$ cat src/cas_pkg.sv
// Shared constants and types for the cell acquisition sequencer
package cas_pkg;

  // Clock and timing
  localparam int unsigned CLK_MHZ = 40;
  localparam int unsigned STEP_US = 96;
  localparam int unsigned STEP_CYC = STEP_US * CLK_MHZ;
  localparam int unsigned RECOVER_NS = 100300;
  localparam int unsigned RECOVER_CYC = RECOVER_NS * CLK_MHZ / 1000;
  // Watchdog limits in units of 10 us
  localparam int unsigned WD_10US_0 = 110;
  localparam int unsigned WD_10US_1 = 208;
  localparam int unsigned WD_10US_2 = 336;
  localparam int unsigned WD_10US_3 = 592;
  localparam int unsigned WD_10US_4 = 1099;
  localparam int unsigned WD_10US_5 = 2118;
  localparam int unsigned WD_10US_6 = 4156;
  localparam int unsigned WD_CYC_0 = WD_10US_0 * 10 * CLK_MHZ;
  localparam int unsigned WD_CYC_1 = WD_10US_1 * 10 * CLK_MHZ;
  localparam int unsigned WD_CYC_2 = WD_10US_2 * 10 * CLK_MHZ;
  localparam int unsigned WD_CYC_3 = WD_10US_3 * 10 * CLK_MHZ;
  localparam int unsigned WD_CYC_4 = WD_10US_4 * 10 * CLK_MHZ;
  localparam int unsigned WD_CYC_5 = WD_10US_5 * 10 * CLK_MHZ;
  localparam int unsigned WD_CYC_6 = WD_10US_6 * 10 * CLK_MHZ;
  localparam int unsigned HOP_CYC_DEF = 8;

  // Register offsets
  localparam logic [7:0] ADDR_BAL_DELAY = 8'h0C;
  localparam logic [7:0] ADDR_DEV_CFG = 8'h10;
  localparam logic [7:0] ADDR_MEAS_EN = 8'h12;
  localparam logic [7:0] ADDR_ACQ_CTRL = 8'h13;
  localparam logic [7:0] ADDR_DATA_BASE = 8'h20;
  localparam logic [7:0] ADDR_DATA_LAST = 8'h2C;
  localparam logic [7:0] ADDR_AUX_ONE = 8'h2D;
  localparam logic [7:0] ADDR_AUX_TWO = 8'h2E;
  localparam logic [7:0] ADDR_DIAG = 8'h2F;

  // Field positions
  localparam int unsigned CTRL_START_BIT = 0;
  localparam int unsigned CTRL_ORDER_BIT = 1;
  localparam int unsigned CTRL_OS_LSB = 2;
  localparam int unsigned CTRL_FXFER_BIT = 5;
  localparam int unsigned CTRL_FREAD_BIT = 6;
  localparam int unsigned CTRL_DSEL_BIT = 7;
  localparam int unsigned CTRL_BUSY_BIT = 13;
  localparam int unsigned CTRL_TMO_BIT = 14;
  localparam int unsigned CTRL_DONE_BIT = 15;
  localparam int unsigned CFG_COEF_LSB = 0;
  localparam int unsigned CFG_AUTO_OFF_BIT = 11;

  // Values after reset
  localparam logic [2:0] RST_COEF = 3'h2;
  localparam logic [2:0] RST_OS = 3'h0;
  localparam logic [15:0] RST_MEAS_EN = 16'h0FFF;
  localparam logic [15:0] RST_BAL_DELAY = 16'h0000;

  // Conversion slots within one measurement cycle, then the auxiliary slots
  localparam logic [4:0] SLOT_MV1 = 5'h00;
  localparam logic [4:0] SLOT_P1 = 5'h01;
  localparam logic [4:0] SLOT_P2 = 5'h0D;
  localparam logic [4:0] SLOT_MV2 = 5'h19;
  localparam logic [4:0] SLOT_DG1 = 5'h1A;
  localparam logic [4:0] SLOT_END = 5'h1C;
  localparam logic [4:0] SLOT_AUX2 = 5'h1D;
  localparam logic [4:0] SLOT_LAST = 5'h1E;

  // Converter channel codes; also the bit index in the measure enable register
  localparam logic [3:0] CH_MV = 4'hC;
  localparam logic [3:0] CH_AUX1 = 4'hD;
  localparam logic [3:0] CH_AUX2 = 4'hE;
  localparam logic [3:0] CH_DIAG = 4'hF;
  localparam int unsigned NUM_ACC = 13;
  localparam logic [3:0] IDX_LAST = 4'hC;

  typedef enum logic [7:0] {
    ST_IDLE = 8'h01,
    ST_HOP = 8'h02,
    ST_BAL_WAIT = 8'h04,
    ST_PUMP_OFF = 8'h08,
    ST_SLOT = 8'h10,
    ST_WAIT = 8'h20,
    ST_RECOVER = 8'h40,
    ST_XFER = 8'h80
  } cas_state_type;

endpackage

$ cat src/cas_iir_filter.sv
// First-order IIR filter datapath, weights in eighths
`timescale 1ns/1ps
module cas_iir_filter (
  // Operands
  input wire logic [15:0] sample_in,
  input wire logic [15:0] prev_in,
  input wire logic [2:0] coef_in,
  // Result
  output logic [15:0] result_out
);
  logic [3:0] new_w;
  logic [3:0] old_w;
  logic [19:0] sum_w;

  // Code c weighs the new sample by (c+1)/8, so the top code passes it straight
  assign new_w = {1'b0, coef_in} + 4'h1;
  assign old_w = 4'h8 - new_w;
  // Worst case is 8 * FFFF, which still fits in 19 bits
  assign sum_w = 20'(sample_in) * 20'(new_w) + 20'(prev_in) * 20'(old_w);
  assign result_out = sum_w[18:3];
endmodule

$ cat src/cas_sequencer.sv
// Cell acquisition sequencer: register port, scan control, averaging and filter transfer
//
// How it works
// - Start bit is a strobe, reads zero
// - Completion flag set after last conversion
// - Start delayed by chain position hops
// - Pump off, then first module voltage
// - First cell pass follows sweep order
// - Second pass descending, then module voltage
// - Two diagnostic conversions when enabled
// - Pump recovery between oversample cycles only
// - Auxiliary inputs last, ascending, before completion
// - Auxiliary inputs converted once only
// - Oversample code selects cycle count
// - Watchdog limit follows oversample code
// - First-order IIR on transferred results
// - Coefficient default 3/8, top code off
// - Filtered transfer bit moves filtered results
// - Read source bit picks filtered or raw
// - Filter covers cells and module voltage
// - Auto-off bit opens balancing switches
// - Balancing wait from selected delay byte
// - Delay spans 96 us to 24.57 ms
// - Watchdog expiry flags, resets, clears cell and module voltage data, keeps auxiliary and diagnostic
// - Order bit: zero pyramid, one top-down
//
// Strobed register access was chosen for this implementation.
`timescale 1ns/1ps
module cas_sequencer #(
  parameter int unsigned HOP_CYC = cas_pkg::HOP_CYC_DEF,
  parameter int unsigned STEP_CYC = cas_pkg::STEP_CYC,
  parameter int unsigned RECOVER_CYC = cas_pkg::RECOVER_CYC,
  parameter int unsigned WD_CYC [0:7] = '{cas_pkg::WD_CYC_0, cas_pkg::WD_CYC_1,
    cas_pkg::WD_CYC_2, cas_pkg::WD_CYC_3, cas_pkg::WD_CYC_4, cas_pkg::WD_CYC_5,
    cas_pkg::WD_CYC_6, cas_pkg::WD_CYC_6}
) (
  // Clock and reset
  input wire logic clk_in,
  input wire logic rst_b_in,
  // Register port
  input wire logic [7:0] reg_addr_in,
  input wire logic [15:0] reg_wdata_in,
  input wire logic reg_wr_in,
  input wire logic reg_rd_in,
  output logic [15:0] reg_rdata_out,
  // Chain position strap
  input wire logic [4:0] chain_pos_in,
  // Converter
  output logic conv_start_out,
  output logic [3:0] conv_chan_out,
  output logic conv_invert_out,
  input wire logic conv_done_in,
  input wire logic [15:0] conv_data_in,
  // Analog controls and status
  output logic pump_on_out,
  output logic balance_open_out,
  output logic acq_busy_out
);

  function automatic logic [3:0] slot_chan(input logic [4:0] s, input logic topdown);
    logic [3:0] ch;
    ch = cas_pkg::CH_AUX2;
    if (s == cas_pkg::SLOT_MV1 || s == cas_pkg::SLOT_MV2)
      ch = cas_pkg::CH_MV;
    else if (s < cas_pkg::SLOT_P2)
      ch = topdown ? 4'(5'h0C - s) : 4'(s - 5'h01);
    else if (s < cas_pkg::SLOT_MV2)
      ch = 4'(5'h18 - s);
    else if (s < cas_pkg::SLOT_END)
      ch = cas_pkg::CH_DIAG;
    else if (s == cas_pkg::SLOT_END)
      ch = cas_pkg::CH_AUX1;
    return ch;
  endfunction

  function automatic logic [2:0] os_log2(input logic [2:0] code);
    logic [2:0] lg;
    lg = (code == 3'h0) ? 3'h0 : (code >= 3'h6) ? 3'h7 : 3'(code + 3'h1);
    return lg;
  endfunction

  cas_pkg::cas_state_type state_q;
  logic [4:0] pos_s1_q;
  logic [4:0] pos_q;
  logic [2:0] coef_q;
  logic auto_off_q;
  logic [15:0] meas_en_q;
  logic [15:0] bal_delay_q;
  logic order_q;
  logic [2:0] os_q;
  logic fxfer_q;
  logic fread_q;
  logic dsel_q;
  logic done_q;
  logic tmo_q;
  logic [4:0] slot_q;
  logic aux_q;
  logic [7:0] os_cnt_q;
  logic [21:0] cnt_q;
  logic [21:0] wd_q;
  logic [3:0] idx_q;
  logic conv_start_q;
  logic [3:0] conv_chan_q;
  logic conv_invert_q;
  logic pump_on_q;
  logic balance_open_q;
  logic busy_q;
  logic [15:0] rdata_q;
  logic [15:0] raw_q [cas_pkg::NUM_ACC];
  logic [15:0] cell_q [cas_pkg::NUM_ACC];
  logic [23:0] acc_q [cas_pkg::NUM_ACC];
  logic [15:0] aux1_q;
  logic [15:0] aux2_q;
  logic [15:0] diag_q;

  // Register decode
  wire wr_ctrl = reg_wr_in && reg_addr_in == cas_pkg::ADDR_ACQ_CTRL;
  wire wr_cfg = reg_wr_in && reg_addr_in == cas_pkg::ADDR_DEV_CFG;
  wire wr_meas = reg_wr_in && reg_addr_in == cas_pkg::ADDR_MEAS_EN;
  wire wr_delay = reg_wr_in && reg_addr_in == cas_pkg::ADDR_BAL_DELAY;
  wire idle = state_q == cas_pkg::ST_IDLE;
  // A start while a scan runs is ignored rather than restarting it
  wire start_req = wr_ctrl && reg_wdata_in[cas_pkg::CTRL_START_BIT] && idle;

  // Sequencing decode
  wire [3:0] chan_w = slot_chan(slot_q, order_q);
  wire slot_en = meas_en_q[chan_w];
  wire [2:0] os_lg = os_log2(os_q);
  wire [7:0] n_os = 8'(9'h001 << os_lg);
  wire last_os = 8'(os_cnt_q + 8'h01) == n_os;
  wire [21:0] hop_target = 22'(pos_q * HOP_CYC);
  wire [7:0] bal_byte = dsel_q ? bal_delay_q[15:8] : bal_delay_q[7:0];
  wire [21:0] bal_target = 22'((32'(bal_byte) + 32'd1) * STEP_CYC);
  wire [21:0] wd_limit = 22'(WD_CYC[os_q]);
  wire tmo_hit = !idle && wd_q == wd_limit - 22'h000001;
  wire got_conv = state_q == cas_pkg::ST_WAIT && conv_done_in && !tmo_hit;
  wire acc_add = got_conv && conv_chan_q < cas_pkg::CH_AUX1;
  wire xfer_step = state_q == cas_pkg::ST_XFER && !tmo_hit;
  wire xfer_last = xfer_step && idx_q == cas_pkg::IDX_LAST;
  // Each measurement cycle adds two conversions per channel, so the sum carries one extra bit
  // Shift amount widened so the 128-sample code does not wrap to zero
  wire [23:0] avg_full = acc_q[idx_q] >> ({1'b0, os_lg} + 4'h1);
  wire [15:0] avg_w = avg_full[15:0];
  wire [15:0] filt_w;

  // Readback decode
  wire in_data = reg_addr_in >= cas_pkg::ADDR_DATA_BASE && reg_addr_in <= cas_pkg::ADDR_DATA_LAST;
  wire [7:0] data_off = reg_addr_in - cas_pkg::ADDR_DATA_BASE;
  wire [3:0] data_idx = data_off[3:0];
  wire [15:0] data_word = fread_q ? cell_q[data_idx] : raw_q[data_idx];
  wire [15:0] ctrl_word = {done_q, tmo_q, !idle, 5'h00, dsel_q, fread_q, fxfer_q, os_q,
    order_q, 1'b0};
  wire [15:0] cfg_word = {4'h0, auto_off_q, 8'h00, coef_q};
  wire [15:0] read_mux =
    (reg_addr_in == cas_pkg::ADDR_ACQ_CTRL) ? ctrl_word :
    (reg_addr_in == cas_pkg::ADDR_DEV_CFG) ? cfg_word :
    (reg_addr_in == cas_pkg::ADDR_MEAS_EN) ? meas_en_q :
    (reg_addr_in == cas_pkg::ADDR_BAL_DELAY) ? bal_delay_q :
    (reg_addr_in == cas_pkg::ADDR_AUX_ONE) ? aux1_q :
    (reg_addr_in == cas_pkg::ADDR_AUX_TWO) ? aux2_q :
    (reg_addr_in == cas_pkg::ADDR_DIAG) ? diag_q :
    in_data ? data_word : 16'h0000;

  // Flag updates: a hardware set wins over a software clear in the same cycle
  wire done_clr = start_req || (wr_ctrl && reg_wdata_in[cas_pkg::CTRL_DONE_BIT]);
  wire tmo_clr = start_req || (wr_ctrl && reg_wdata_in[cas_pkg::CTRL_TMO_BIT]);

  cas_iir_filter cas_iir_filter_i (
    .sample_in(avg_w),
    .prev_in(cell_q[idx_q]),
    .coef_in(coef_q),
    .result_out(filt_w)
  );

  // Strap synchroniser; only the second stage is used
  always_ff @(posedge clk_in or negedge rst_b_in)
    if (!rst_b_in)
    begin
      pos_s1_q <= 5'h00;
      pos_q <= 5'h00;
    end
    else
    begin
      pos_s1_q <= chain_pos_in;
      pos_q <= pos_s1_q;
    end

  // Software registers and flags
  always_ff @(posedge clk_in or negedge rst_b_in)
    if (!rst_b_in)
    begin
      coef_q <= cas_pkg::RST_COEF;
      auto_off_q <= 1'b0;
      meas_en_q <= cas_pkg::RST_MEAS_EN;
      bal_delay_q <= cas_pkg::RST_BAL_DELAY;
      order_q <= 1'b0;
      os_q <= cas_pkg::RST_OS;
      fxfer_q <= 1'b0;
      fread_q <= 1'b0;
      dsel_q <= 1'b0;
      done_q <= 1'b0;
      tmo_q <= 1'b0;
      rdata_q <= 16'h0000;
    end
    else
    begin
      if (wr_cfg)
      begin
        coef_q <= reg_wdata_in[cas_pkg::CFG_COEF_LSB +: 3];
        auto_off_q <= reg_wdata_in[cas_pkg::CFG_AUTO_OFF_BIT];
      end
      if (wr_meas)
        meas_en_q <= reg_wdata_in;
      if (wr_delay)
        bal_delay_q <= reg_wdata_in;
      // Scan setup is frozen while a scan runs so counts stay consistent
      if (wr_ctrl && idle)
      begin
        order_q <= reg_wdata_in[cas_pkg::CTRL_ORDER_BIT];
        os_q <= reg_wdata_in[cas_pkg::CTRL_OS_LSB +: 3];
        fxfer_q <= reg_wdata_in[cas_pkg::CTRL_FXFER_BIT];
        fread_q <= reg_wdata_in[cas_pkg::CTRL_FREAD_BIT];
        dsel_q <= reg_wdata_in[cas_pkg::CTRL_DSEL_BIT];
      end
      done_q <= xfer_last || (done_q && !done_clr);
      tmo_q <= tmo_hit || (tmo_q && !tmo_clr);
      rdata_q <= reg_rd_in ? read_mux : 16'h0000;
    end

  // Watchdog counter
  always_ff @(posedge clk_in or negedge rst_b_in)
    if (!rst_b_in)
      wd_q <= 22'h000000;
    else
      wd_q <= (idle || tmo_hit) ? 22'h000000 : wd_q + 22'h000001;

  // Scan state machine
  always_ff @(posedge clk_in or negedge rst_b_in)
    if (!rst_b_in)
    begin
      state_q <= cas_pkg::ST_IDLE;
      slot_q <= 5'h00;
      aux_q <= 1'b0;
      os_cnt_q <= 8'h00;
      cnt_q <= 22'h000000;
      idx_q <= 4'h0;
      conv_start_q <= 1'b0;
      conv_chan_q <= 4'h0;
      conv_invert_q <= 1'b0;
      pump_on_q <= 1'b1;
      balance_open_q <= 1'b0;
      busy_q <= 1'b0;
    end
    else if (tmo_hit)
    begin
      state_q <= cas_pkg::ST_IDLE;
      conv_start_q <= 1'b0;
      pump_on_q <= 1'b1;
      balance_open_q <= 1'b0;
      busy_q <= 1'b0;
    end
    else
    begin
      conv_start_q <= 1'b0;
      unique case (state_q)
        cas_pkg::ST_IDLE:
        begin
          balance_open_q <= 1'b0;
          if (start_req)
          begin
            state_q <= cas_pkg::ST_HOP;
            busy_q <= 1'b1;
            cnt_q <= 22'h000000;
            os_cnt_q <= 8'h00;
            aux_q <= 1'b0;
          end
        end
        cas_pkg::ST_HOP:
          if (cnt_q >= hop_target)
          begin
            cnt_q <= 22'h000000;
            balance_open_q <= auto_off_q;
            state_q <= auto_off_q ? cas_pkg::ST_BAL_WAIT : cas_pkg::ST_PUMP_OFF;
          end
          else
            cnt_q <= cnt_q + 22'h000001;
        cas_pkg::ST_BAL_WAIT:
          if (cnt_q == bal_target - 22'h000001)
            state_q <= cas_pkg::ST_PUMP_OFF;
          else
            cnt_q <= cnt_q + 22'h000001;
        cas_pkg::ST_PUMP_OFF:
        begin
          pump_on_q <= 1'b0;
          slot_q <= cas_pkg::SLOT_MV1;
          state_q <= cas_pkg::ST_SLOT;
        end
        cas_pkg::ST_SLOT:
          if (slot_q == cas_pkg::SLOT_END && !aux_q)
          begin
            if (last_os)
              aux_q <= 1'b1;
            else
            begin
              os_cnt_q <= os_cnt_q + 8'h01;
              cnt_q <= 22'h000000;
              pump_on_q <= 1'b1;
              state_q <= cas_pkg::ST_RECOVER;
            end
          end
          else if (slot_q == cas_pkg::SLOT_LAST)
          begin
            idx_q <= 4'h0;
            state_q <= cas_pkg::ST_XFER;
          end
          else if (slot_en)
          begin
            conv_start_q <= 1'b1;
            conv_chan_q <= chan_w;
            conv_invert_q <= slot_q >= cas_pkg::SLOT_P2 && slot_q < cas_pkg::SLOT_MV2;
            state_q <= cas_pkg::ST_WAIT;
          end
          else
            slot_q <= slot_q + 5'h01;
        cas_pkg::ST_WAIT:
          if (conv_done_in)
          begin
            slot_q <= slot_q + 5'h01;
            state_q <= cas_pkg::ST_SLOT;
          end
        cas_pkg::ST_RECOVER:
          if (cnt_q == 22'(RECOVER_CYC) - 22'h000001)
            state_q <= cas_pkg::ST_PUMP_OFF;
          else
            cnt_q <= cnt_q + 22'h000001;
        cas_pkg::ST_XFER:
          if (idx_q == cas_pkg::IDX_LAST)
          begin
            pump_on_q <= 1'b1;
            busy_q <= 1'b0;
            state_q <= cas_pkg::ST_IDLE;
          end
          else
            idx_q <= idx_q + 4'h1;
      endcase
    end

  // Result storage; a watchdog expiry wipes raw, filtered and running sums
  always_ff @(posedge clk_in or negedge rst_b_in)
    if (!rst_b_in)
    begin
      for (int i = 0; i < cas_pkg::NUM_ACC; i++)
      begin
        raw_q[i] <= 16'h0000;
        cell_q[i] <= 16'h0000;
        acc_q[i] <= 24'h000000;
      end
      aux1_q <= 16'h0000;
      aux2_q <= 16'h0000;
      diag_q <= 16'h0000;
    end
    else if (tmo_hit)
    begin
      for (int i = 0; i < cas_pkg::NUM_ACC; i++)
      begin
        raw_q[i] <= 16'h0000;
        cell_q[i] <= 16'h0000;
        acc_q[i] <= 24'h000000;
      end
    end
    else
    begin
      if (start_req)
        for (int i = 0; i < cas_pkg::NUM_ACC; i++)
          acc_q[i] <= 24'h000000;
      if (acc_add)
        acc_q[conv_chan_q] <= acc_q[conv_chan_q] + 24'(conv_data_in);
      if (got_conv && conv_chan_q == cas_pkg::CH_AUX1)
        aux1_q <= conv_data_in;
      if (got_conv && conv_chan_q == cas_pkg::CH_AUX2)
        aux2_q <= conv_data_in;
      if (got_conv && conv_chan_q == cas_pkg::CH_DIAG)
        diag_q <= conv_data_in;
      if (xfer_step)
      begin
        raw_q[idx_q] <= avg_w;
        // History moves only here or on a watchdog wipe, so finished scans without filtered transfer leave it untouched
        if (fxfer_q)
          cell_q[idx_q] <= filt_w;
      end
    end

  assign reg_rdata_out = rdata_q;
  assign conv_start_out = conv_start_q;
  assign conv_chan_out = conv_chan_q;
  assign conv_invert_out = conv_invert_q;
  assign pump_on_out = pump_on_q;
  assign balance_open_out = balance_open_q;
  // Busy flop mirrors the state register so the pin comes from a flop
  assign acq_busy_out = busy_q;

  start_reads_zero_a: assert property (@(posedge clk_in) disable iff (!rst_b_in)
    reg_rd_in && reg_addr_in == cas_pkg::ADDR_ACQ_CTRL |=> !reg_rdata_out[0])
    else $error("start bit read back as one");

  done_after_xfer_a: assert property (@(posedge clk_in) disable iff (!rst_b_in)
    xfer_last |=> done_q && idle)
    else $error("completion flag not set after transfer");

  hop_wait_a: assert property (@(posedge clk_in) disable iff (!rst_b_in)
    state_q == cas_pkg::ST_HOP && cnt_q < hop_target && !tmo_hit |=> state_q == cas_pkg::ST_HOP)
    else $error("chain hop wait ended early");

  pump_off_conv_a: assert property (@(posedge clk_in) disable iff (!rst_b_in)
    conv_start_q |-> !pump_on_q)
    else $error("conversion started with pump on");

  first_pass_a: assert property (@(posedge clk_in) disable iff (!rst_b_in)
    conv_start_q && slot_q >= cas_pkg::SLOT_P1 && slot_q < cas_pkg::SLOT_P2
    |-> conv_chan_q == (order_q ? 4'(5'h0C - slot_q) : 4'(slot_q - 5'h01)))
    else $error("first pass channel out of order");

  second_pass_a: assert property (@(posedge clk_in) disable iff (!rst_b_in)
    conv_start_q && slot_q >= cas_pkg::SLOT_P2 && slot_q < cas_pkg::SLOT_MV2
    |-> conv_chan_q == 4'(5'h18 - slot_q) && conv_invert_q)
    else $error("second pass channel out of order");

  recover_len_a: assert property (@(posedge clk_in) disable iff (!rst_b_in)
    state_q == cas_pkg::ST_PUMP_OFF && $past(state_q) == cas_pkg::ST_RECOVER
    |-> $past(cnt_q) == 22'(RECOVER_CYC) - 22'h000001)
    else $error("recovery period wrong length");

  aux_once_a: assert property (@(posedge clk_in) disable iff (!rst_b_in)
    conv_start_q && (conv_chan_q == cas_pkg::CH_AUX1 || conv_chan_q == cas_pkg::CH_AUX2)
    |-> aux_q && last_os)
    else $error("auxiliary conversion before last oversample");

  watchdog_flag_a: assert property (@(posedge clk_in) disable iff (!rst_b_in)
    tmo_hit |=> tmo_q && idle && raw_q[0] == 16'h0000 && cell_q[0] == 16'h0000)
    else $error("watchdog expiry not handled");

  filter_xfer_a: assert property (@(posedge clk_in) disable iff (!rst_b_in)
    xfer_step && fxfer_q |=> cell_q[$past(idx_q)] == $past(filt_w))
    else $error("filtered result not transferred");

  bal_open_a: assert property (@(posedge clk_in) disable iff (!rst_b_in)
    state_q == cas_pkg::ST_BAL_WAIT |-> balance_open_q ##1 balance_open_q || idle)
    else $error("balancing switches not opened");

endmodule

$ cat config.mk
export PLATFORM = sky130hd
export DESIGN_NAME = cas_sequencer
export DESIGN_NICKNAME = d
export VERILOG_FILES = /design/src/cas_pkg.sv /design/src/cas_iir_filter.sv /design/src/cas_sequencer.sv
export SDC_FILE = /design/constraint.sdc
export NUM_CORES = 2
export LEC_CHECK = 0
export ABC_AREA = 0
export ABC_CLOCK_PERIOD_IN_PS = 10000
export BUFFER_PORTS_ARGS = -buffer_cell sky130_fd_sc_hd__buf_2
export CAP_MARGIN = 20
export CORE_ASPECT_RATIO = 1.5
export CORE_MARGIN = 4
export CORE_UTILIZATION = 35
export CTS_BUF_LIST = sky130_fd_sc_hd__clkbuf_4
export DETAILED_ROUTE_END_ITERATION = 6
export GPL_ROUTABILITY_DRIVEN = 0
export GPL_TIMING_DRIVEN = 1
export PLACE_DENSITY_LB_ADDON = 0.2
export SKIP_LAST_GASP = 1
export SLEW_MARGIN = 20
export SYNTH_ARGS = -nofsm -noshare
export SYNTH_HDL_FRONTEND = slang
export SYNTH_HIERARCHICAL = 1
export SYNTH_SLANG_ARGS = --single-unit
export TNS_END_PERCENT = 10
$ cat constraint.sdc
create_clock -name clk_in -period 10 [get_ports clk_in]
set_clock_uncertainty 0.05 [all_clocks]
set_input_delay 0.5 -clock clk_in [delete_from_list [all_inputs] [get_ports clk_in]]
set_output_delay 0.5 -clock clk_in [all_outputs]
set_load 0.05 [all_outputs]
-- Word-level counts from Yosys, hierarchy flattened
Memory sizes are Yosys's and may differ from the RTL's.
Index checks and enable logic that the tools add are counted.
- add/subtract/negate cells: 18
- multiply operators: 3
- order comparisons: 16
- equality and inequality tests: 48
- shift-type cells: 2
- multiplexer cells: 109
- bitwise operators: 7
- reductions and logical operators: 61
- operators by type and width (operator ; count):
    $mux 312 ; 4
    $mux 208 ; 5
    $bwmux 208 ; 2
    $bwmux 312 ; 1
    $mux 16 ; 17
    $mux 22 ; 9
    $bmux 16 s4 ; 3
    $bmux 24 s4 ; 2
    $mux 24 ; 5
    $mux 8 ; 15
    $pmux 22 s5 ; 1
    $demux 24 s4 ; 1
    $demux 16 s4 ; 1
    $pmux 8 s8 ; 1
    $add 22x1->22 const B ; 2
    $eq 22x22->1 ; 2
    $mul 16x4->19 ; 2
    $eq 8x5->1 const B ; 4
    $eq 8x6->1 const B ; 4
    $mux 4 ; 8
    $logic_and 1x1->1 ; 25
    $add 24x16->24 ; 1
    $shr 24x4->16 ; 1
    $eq 22x12->1 const B ; 1
    69 further kinds ; 147
- register bits: 926
- memory bits (read-only): 256
- input bits: 50
- output and inout port bits: 25
- logic and storage cells: 334
- memories: 1
- memories (name ; words ; width ; rd ports ; clocked after Yosys merged registers in ; write ports ; RTL line ; RTL):
    (name not given) ; 8 ; 32 ; 1 ; 0 ; 0 ; cas_sequencer.sv:134 ; wire [21:0] wd_limit = 22'(WD_CYC[os_q]);

-- Logic depth before layout (Yosys ltp)
- depth in word-level cells: 15
- depth in mapped cells: 30
- depth with buffers taken out: 24

-- Hierarchy
Netlist, hierarchy kept.
- by module, submodules not included (module ; times used ; cells an instance ; area each (um^2) ; seq. area each (um^2)):
    cas_sequencer ; 1 ; 4900 ; 51206.6 ; 23191.0
    cas_iir_filter ; 1 ; 458 ; 4011.3 ; 0.0

-- Worst setup path after synthesis
OpenSTA, ideal clock, no wires.
- kind: reg2reg
- from: register os_q[0]
- to: register cell_q[14] in the netlist's numbering
- library setup time: 0.073 ns
- data arrival time: 7.364 ns
- required time: 9.877 ns
- setup slack: 2.513 ns
- stages on the path, launching flop included: 29
- buffers on the path: 5
- period minus slack after synthesis: 7.487 ns
- cell sequence: dfrtp_1 > inv_1 > ha_1 > ha_1 > clkbuf_1 > a21oi_1 > buf_1 > buf_1 > mux2i_1 > mux2i_1 > mux2i_1 > clkbuf_1 > inv_1 > and2_1 > fa_1 > inv_1 > fa_1 > fa_1 > fa_1 > inv_1 > ha_1 > a21oi_1 > o21ai_0 > mux2_2 > a31oi_1 > a21boi_1 > clkbuf_1 > mux2i_1 > nor2_1
- word-level cells in the longest chain between the ends: 11
- elaborated cells between the ends (all ways): 25
- classes of those cells: 4 x add/sub; 1 x mul; 1 x order compare; 1 x eq/ne; 1 x shift; 8 x mux; 1 x bitwise; 7 x reduce/logical; 1 x memory
- ends and longest elaborated chain (element ; RTL line ; RTL):
    from (decl) ; cas_sequencer.sv:90 ; logic [2:0] os_q;
    from (signal assigned) ; cas_sequencer.sv:197 ; os_q <= cas_pkg::RST_OS;
    from (signal assigned) ; cas_sequencer.sv:220 ; os_q <= reg_wdata_in[cas_pkg::CTRL_OS_LSB +: 3];
    $add 3x1->3 or $ge 3x3->1 (tied branches) ; cas_sequencer.sv:78 ; lg = (code == 3'h0) ? 3'h0 : (code >= 3'h6) ? 3'h7 : 3'(code + 3'h1);
    $mux 3 ; cas_sequencer.sv:78 ;
    $mux 3 (*) ; cas_sequencer.sv:78 ;
    $add 3x1->4 (*) ; cas_sequencer.sv:142 ; wire [23:0] avg_full = acc_q[idx_q] >> ({1'b0, os_lg} + 4'h1);
    $shr 24x4->16 (*) ; cas_sequencer.sv:142 ;
    via avg_full[11] ; cas_sequencer.sv:142 ;
    $mul 16x4->19 (*) ; cas_iir_filter.sv:19 ; assign sum_w = 20'(sample_in) * 20'(new_w) + 20'(prev_in) * 20'(old_w);
    $add 19x19->19 (*) ; cas_iir_filter.sv:19 ;
    via filt_w[14] ; cas_sequencer.sv:144 ; wire [15:0] filt_w;
    $bwmux 208 (*) ; cas_sequencer.sv:389 ; cell_q[idx_q] <= filt_w;
    $mux 208 (*) ; cas_sequencer.sv:388 ; if (fxfer_q)
    $mux 208 (*) ; cas_sequencer.sv:384 ; if (xfer_step)
    $mux 208 (*) ; cas_sequencer.sv:362 ; else if (tmo_hit)
    to (signal, indexed assignment) ; cas_sequencer.sv:389 ;
    to (decl) ; cas_sequencer.sv:110 ; logic [15:0] cell_q [cas_pkg::NUM_ACC];
Mark *: on every way through the listed nets, which the timed path passes. The rest lies on a longest branch. The select of a mux whose other input is x is not followed.
A chain may end at the register's enable or synchronous reset.

-- Worst setup path in the final report
- from: register os_q[0]
- to: register cell_q[10] in the netlist's numbering
The elaborated chain is that of the path after synthesis.

==> impl_metrics.json <==
{
  "power_mw": 9.62,
  "cts_tree": "done",
  "status": "finished, final reports clean",
  "async_flop_share": 1.00,
  "firstDrtPassIters": 6,
  "grt_start_max_net_pins": 188,
  "relSlewSlack": 0.200,
  "cp-start-kind": "flip-flop",
  "die_y_um": 494,
  "synth_top_area_frac": 0.413,
  "ys_top_cells_by_area": "dfrtp_1 41%, mux4_2 12%, nand2_1 4.4%",
  "ioPinCount": 75,
  "p_seq_frac": 0.417,
  "tightest_slew_ps": 1200,
  "overflow": 0,
  "drc": 0,
  "avgSynthCellArea_um2": 10.3,
  "row_count": 178,
  "synth-edff-count": 0,
  "endpoint_kind": "flip-flop",
  "viasPerCell": 5.89,
  "design_area_mm2": 0.0620,
  "finalCritPeriodShare": 0.859,
  "worstSetupPathType": "reg -> reg",
  "syn_to_final_growth_pct": 12.2,
  "dpl_cell_area_mm2": 0.0581,
  "ys.flop_type": "dfrtp_1",
  "clkTransAtPathRegs_ps": 70,
  "root_buffer": "clkbuf_4",
  "hold_viol": 0,
  "cts_resized": 0,
  "hold_start": "conv_data_in[4]",
  "cts_max_path_buffers": 3,
  "drv_slew": 0,
  "core_area_mm2": 0.157,
  "grt_pass1_wl_um": 306000,
  "cp_top_family": "adder cells",
  "clock_latency_ps": 1290,
  "fin_crit_ps": 8590,
  "final_cell_mix": "905 x dfrtp_1, 647 x nand2_1, 381 x o21ai_0",
  "grt_pass1_vias": 46600,
  "powerDensity_mw_per_mm2": 155,
  "htree_levels": 4,
  "cts.sink_count": 926,
  "cp_slowest_cell": "xor2_1",
  "hold_path.class": "in -> reg",
  "rsz0062_at_grt": "false",
  "irDropWorstVdd_v": 0.000124,
  "cp_max_fo": 16,
  "clockPowerShare": 0.351,
  "critPathLaunch": "os_q[0]",
  "internal-power_mw": 6.30,
  "nNetsFinal": 5694,
  "path_cells": "inv_1 -> ha_1 -> ha_1 -> a21oi_2 -> buf_4 -> mux2i_1 -> mux2i_1 -> a22oi_1 -> inv_1 -> and2_1 -> fa_1 -> inv_1 -> fa_1 -> fa_1 -> fa_1 -> inv_1 -> ha_1 -> a21oi_1 -> o31ai_4 -> a32oi_1 -> nand2_1 -> xor2_1 -> mux2i_1 -> nor2_1",
  "final_common_cell": "dfrtp_1",
  "rr_startpoint": "os_q[0]",
  "pwr-share-comb": 0.232,
  "max_stage_delay_ps": 850,
  "drt_iter0_drc": 4090,
  "synth.net_count": 5596,
  "ant_nets": 0,
  "post_synth_num_cell_types": 103,
  "wl_per_cell_um": 26.5,
  "fmax_mhz": 116,
  "start_util": 0.352,
  "synth_top_area_cell": "dfrtp_1",
  "p_leak_nw": 26.7,
  "setup_tns_ps": 0,
  "setup_viol": 0,
  "netSwitchingFraction": 0.345,
  "netlist_area_mm2": 0.0552,
  "chipWidth_um": 332,
  "ys_seq_area_frac": 0.420,
  "ys_ff_latch": 926,
  "grt_antenna_before_repair": 15,
  "port_buffers": 74,
  "worst-path-buf-inv": 5,
  "dp_hpwl_um": 132000,
  "ys_warn_count": 6,
  "worst_hold_slack_ps": 182,
  "cts_buffers": 237,
  "die_area_mm2": 0.164,
  "worst-endpoint-required_ps": 11110,
  "vias": 45400,
  "syn-instance-count": 5358,
  "wirelength_um": 204000,
  "grt_use_total": 0.245,
  "cap_violations": 0,
  "drive_gt1_frac": 0.199,
  "post_cts_buffers": 0,
  "arrival_ps": 9700,
  "switchingPower_mw": 3.32
}
## Yosys cell counts, drive strengths merged, types with 62 or more instances
| master | n |
|---|---|
| dfrtp | 911 |
| nand2 | 650 |
| mux2 | 95 |
| inv | 195 |
| o21ai | 386 |
| fa | 96 |
| nor2b | 66 |
| mux4 | 303 |
| buf | 80 |
| a22o | 196 |
| nor2 | 234 |
| nand3 | 356 |
| a31oi | 62 |
| and2 | 86 |
| xnor2 | 73 |
| mux2i | 168 |
| ha | 92 |
| a21oi | 349 |
| clkbuf | 365 |
## routing by layer
layer / vias up / track usage / share of wire
met2: 1743 / 0.417 / 0.49
met4: 14 / 0.117 / 0.050
met1: 23300 / 0.302 / 0.39
met5: - / 0 / 0.00042
li1: 19800 / - / -
met3: 505 / 0.0449 / 0.065
## worst paths after layout
kind	end	slack [ps]	cells after the start
max in group asynchronous	cell_q[69]	7730	5
worst min-delay path	aux1_q[4]	180	3
worst max register to register	cell_q[10]	1410	24
min in group asynchronous	acc_q[44]	320	4
worst min register to register	pos_q[4]	260	0
worst max-delay path	cell_q[10]	1410	24
## layout make-up
type	count	area, um2
fillers	15400	94800
multi-input cells	3790	30000
flip-flops and latches	926	23200
well taps	2070	2590
clock buffers	344	2580
repair buffers	304	2420
inverters	197	741
clock inverters	71	430
diodes	6	15.0
## per-stage QoR
step,cells,util,setup WS (ps)
floorplan,5358,-,2510
global placement,7208,0.370,1590
finish,7708,0.395,1410
global route,7707,0.395,940
CTS,7702,0.394,1410
detailed placement,7210,0.370,1510
## power by group through the flow
stage | Clock [mW] | Sequential (mW) | Combinational (mW)
final | 3.38 | 4.01 | 2.23
after global routing | 3.65 | 4.02 | 2.41
after CTS | 3.47 | 4.01 | 2.20
after detailed placement | 0 | 4.08 | 2.17
after global placement | 0 | 4.08 | 2.15
after floorplan | 0 | 4.02 | 1.47
## repair_timing
action | CTS | global route
hold endpoints to repair | 527 | 0
setup endpoints to repair | 0 | 0
hold buffers | 77 | 0
## worst register-to-register path, cell delays in order, from the launching register on
cell     delay [ps]
dfrtp_1         700
inv_1           310
ha_1            370
ha_1            360
a21oi_2         530
buf_4           330
mux2i_1         270
mux2i_1         140
a22oi_1         540
inv_1           180
and2_1          200
fa_1            500
inv_1            80
fa_1            480
fa_1            520
fa_1            550
inv_1            40
ha_1            360
a21oi_1         260
o31ai_4         170
a32oi_1         290
nand2_1         120
xor2_1          850
mux2i_1         170
nor2_1          130
## cells by family (layout without fill, tap and decap cells)
| kind of cell | after synthesis | after routing | synth area share |
|---|---|---|---|
| AOI/OAI and AO/OA | 1282 | 1282 | 0.149 |
| xor gates and xnor gates | 112 | 112 | 0.0187 |
| adders and majority gates | 189 | 189 | 0.0558 |
| buffers and inverters | 642 | 916 | 0.0445 |
| DFF | 926 | 926 | 0.420 |
| muxes | 566 | 566 | 0.173 |
| other | 0 | 6 | 0 |
| and+or+nand+nor | 1641 | 1641 | 0.139 |
## flip-flops by register name (all words and copies together) (netlist names), 8 cells and up
name           count
acc_q            312
cell_q           208
raw_q            208
cnt_q             22
wd_q              22
aux1_q            16
aux2_q            16
bal_delay_q       16
diag_q            16
meas_en_q         16
reg_rdata_out     16
os_cnt_q           8
state_q            8
Power figures use the tool's default switching activity.
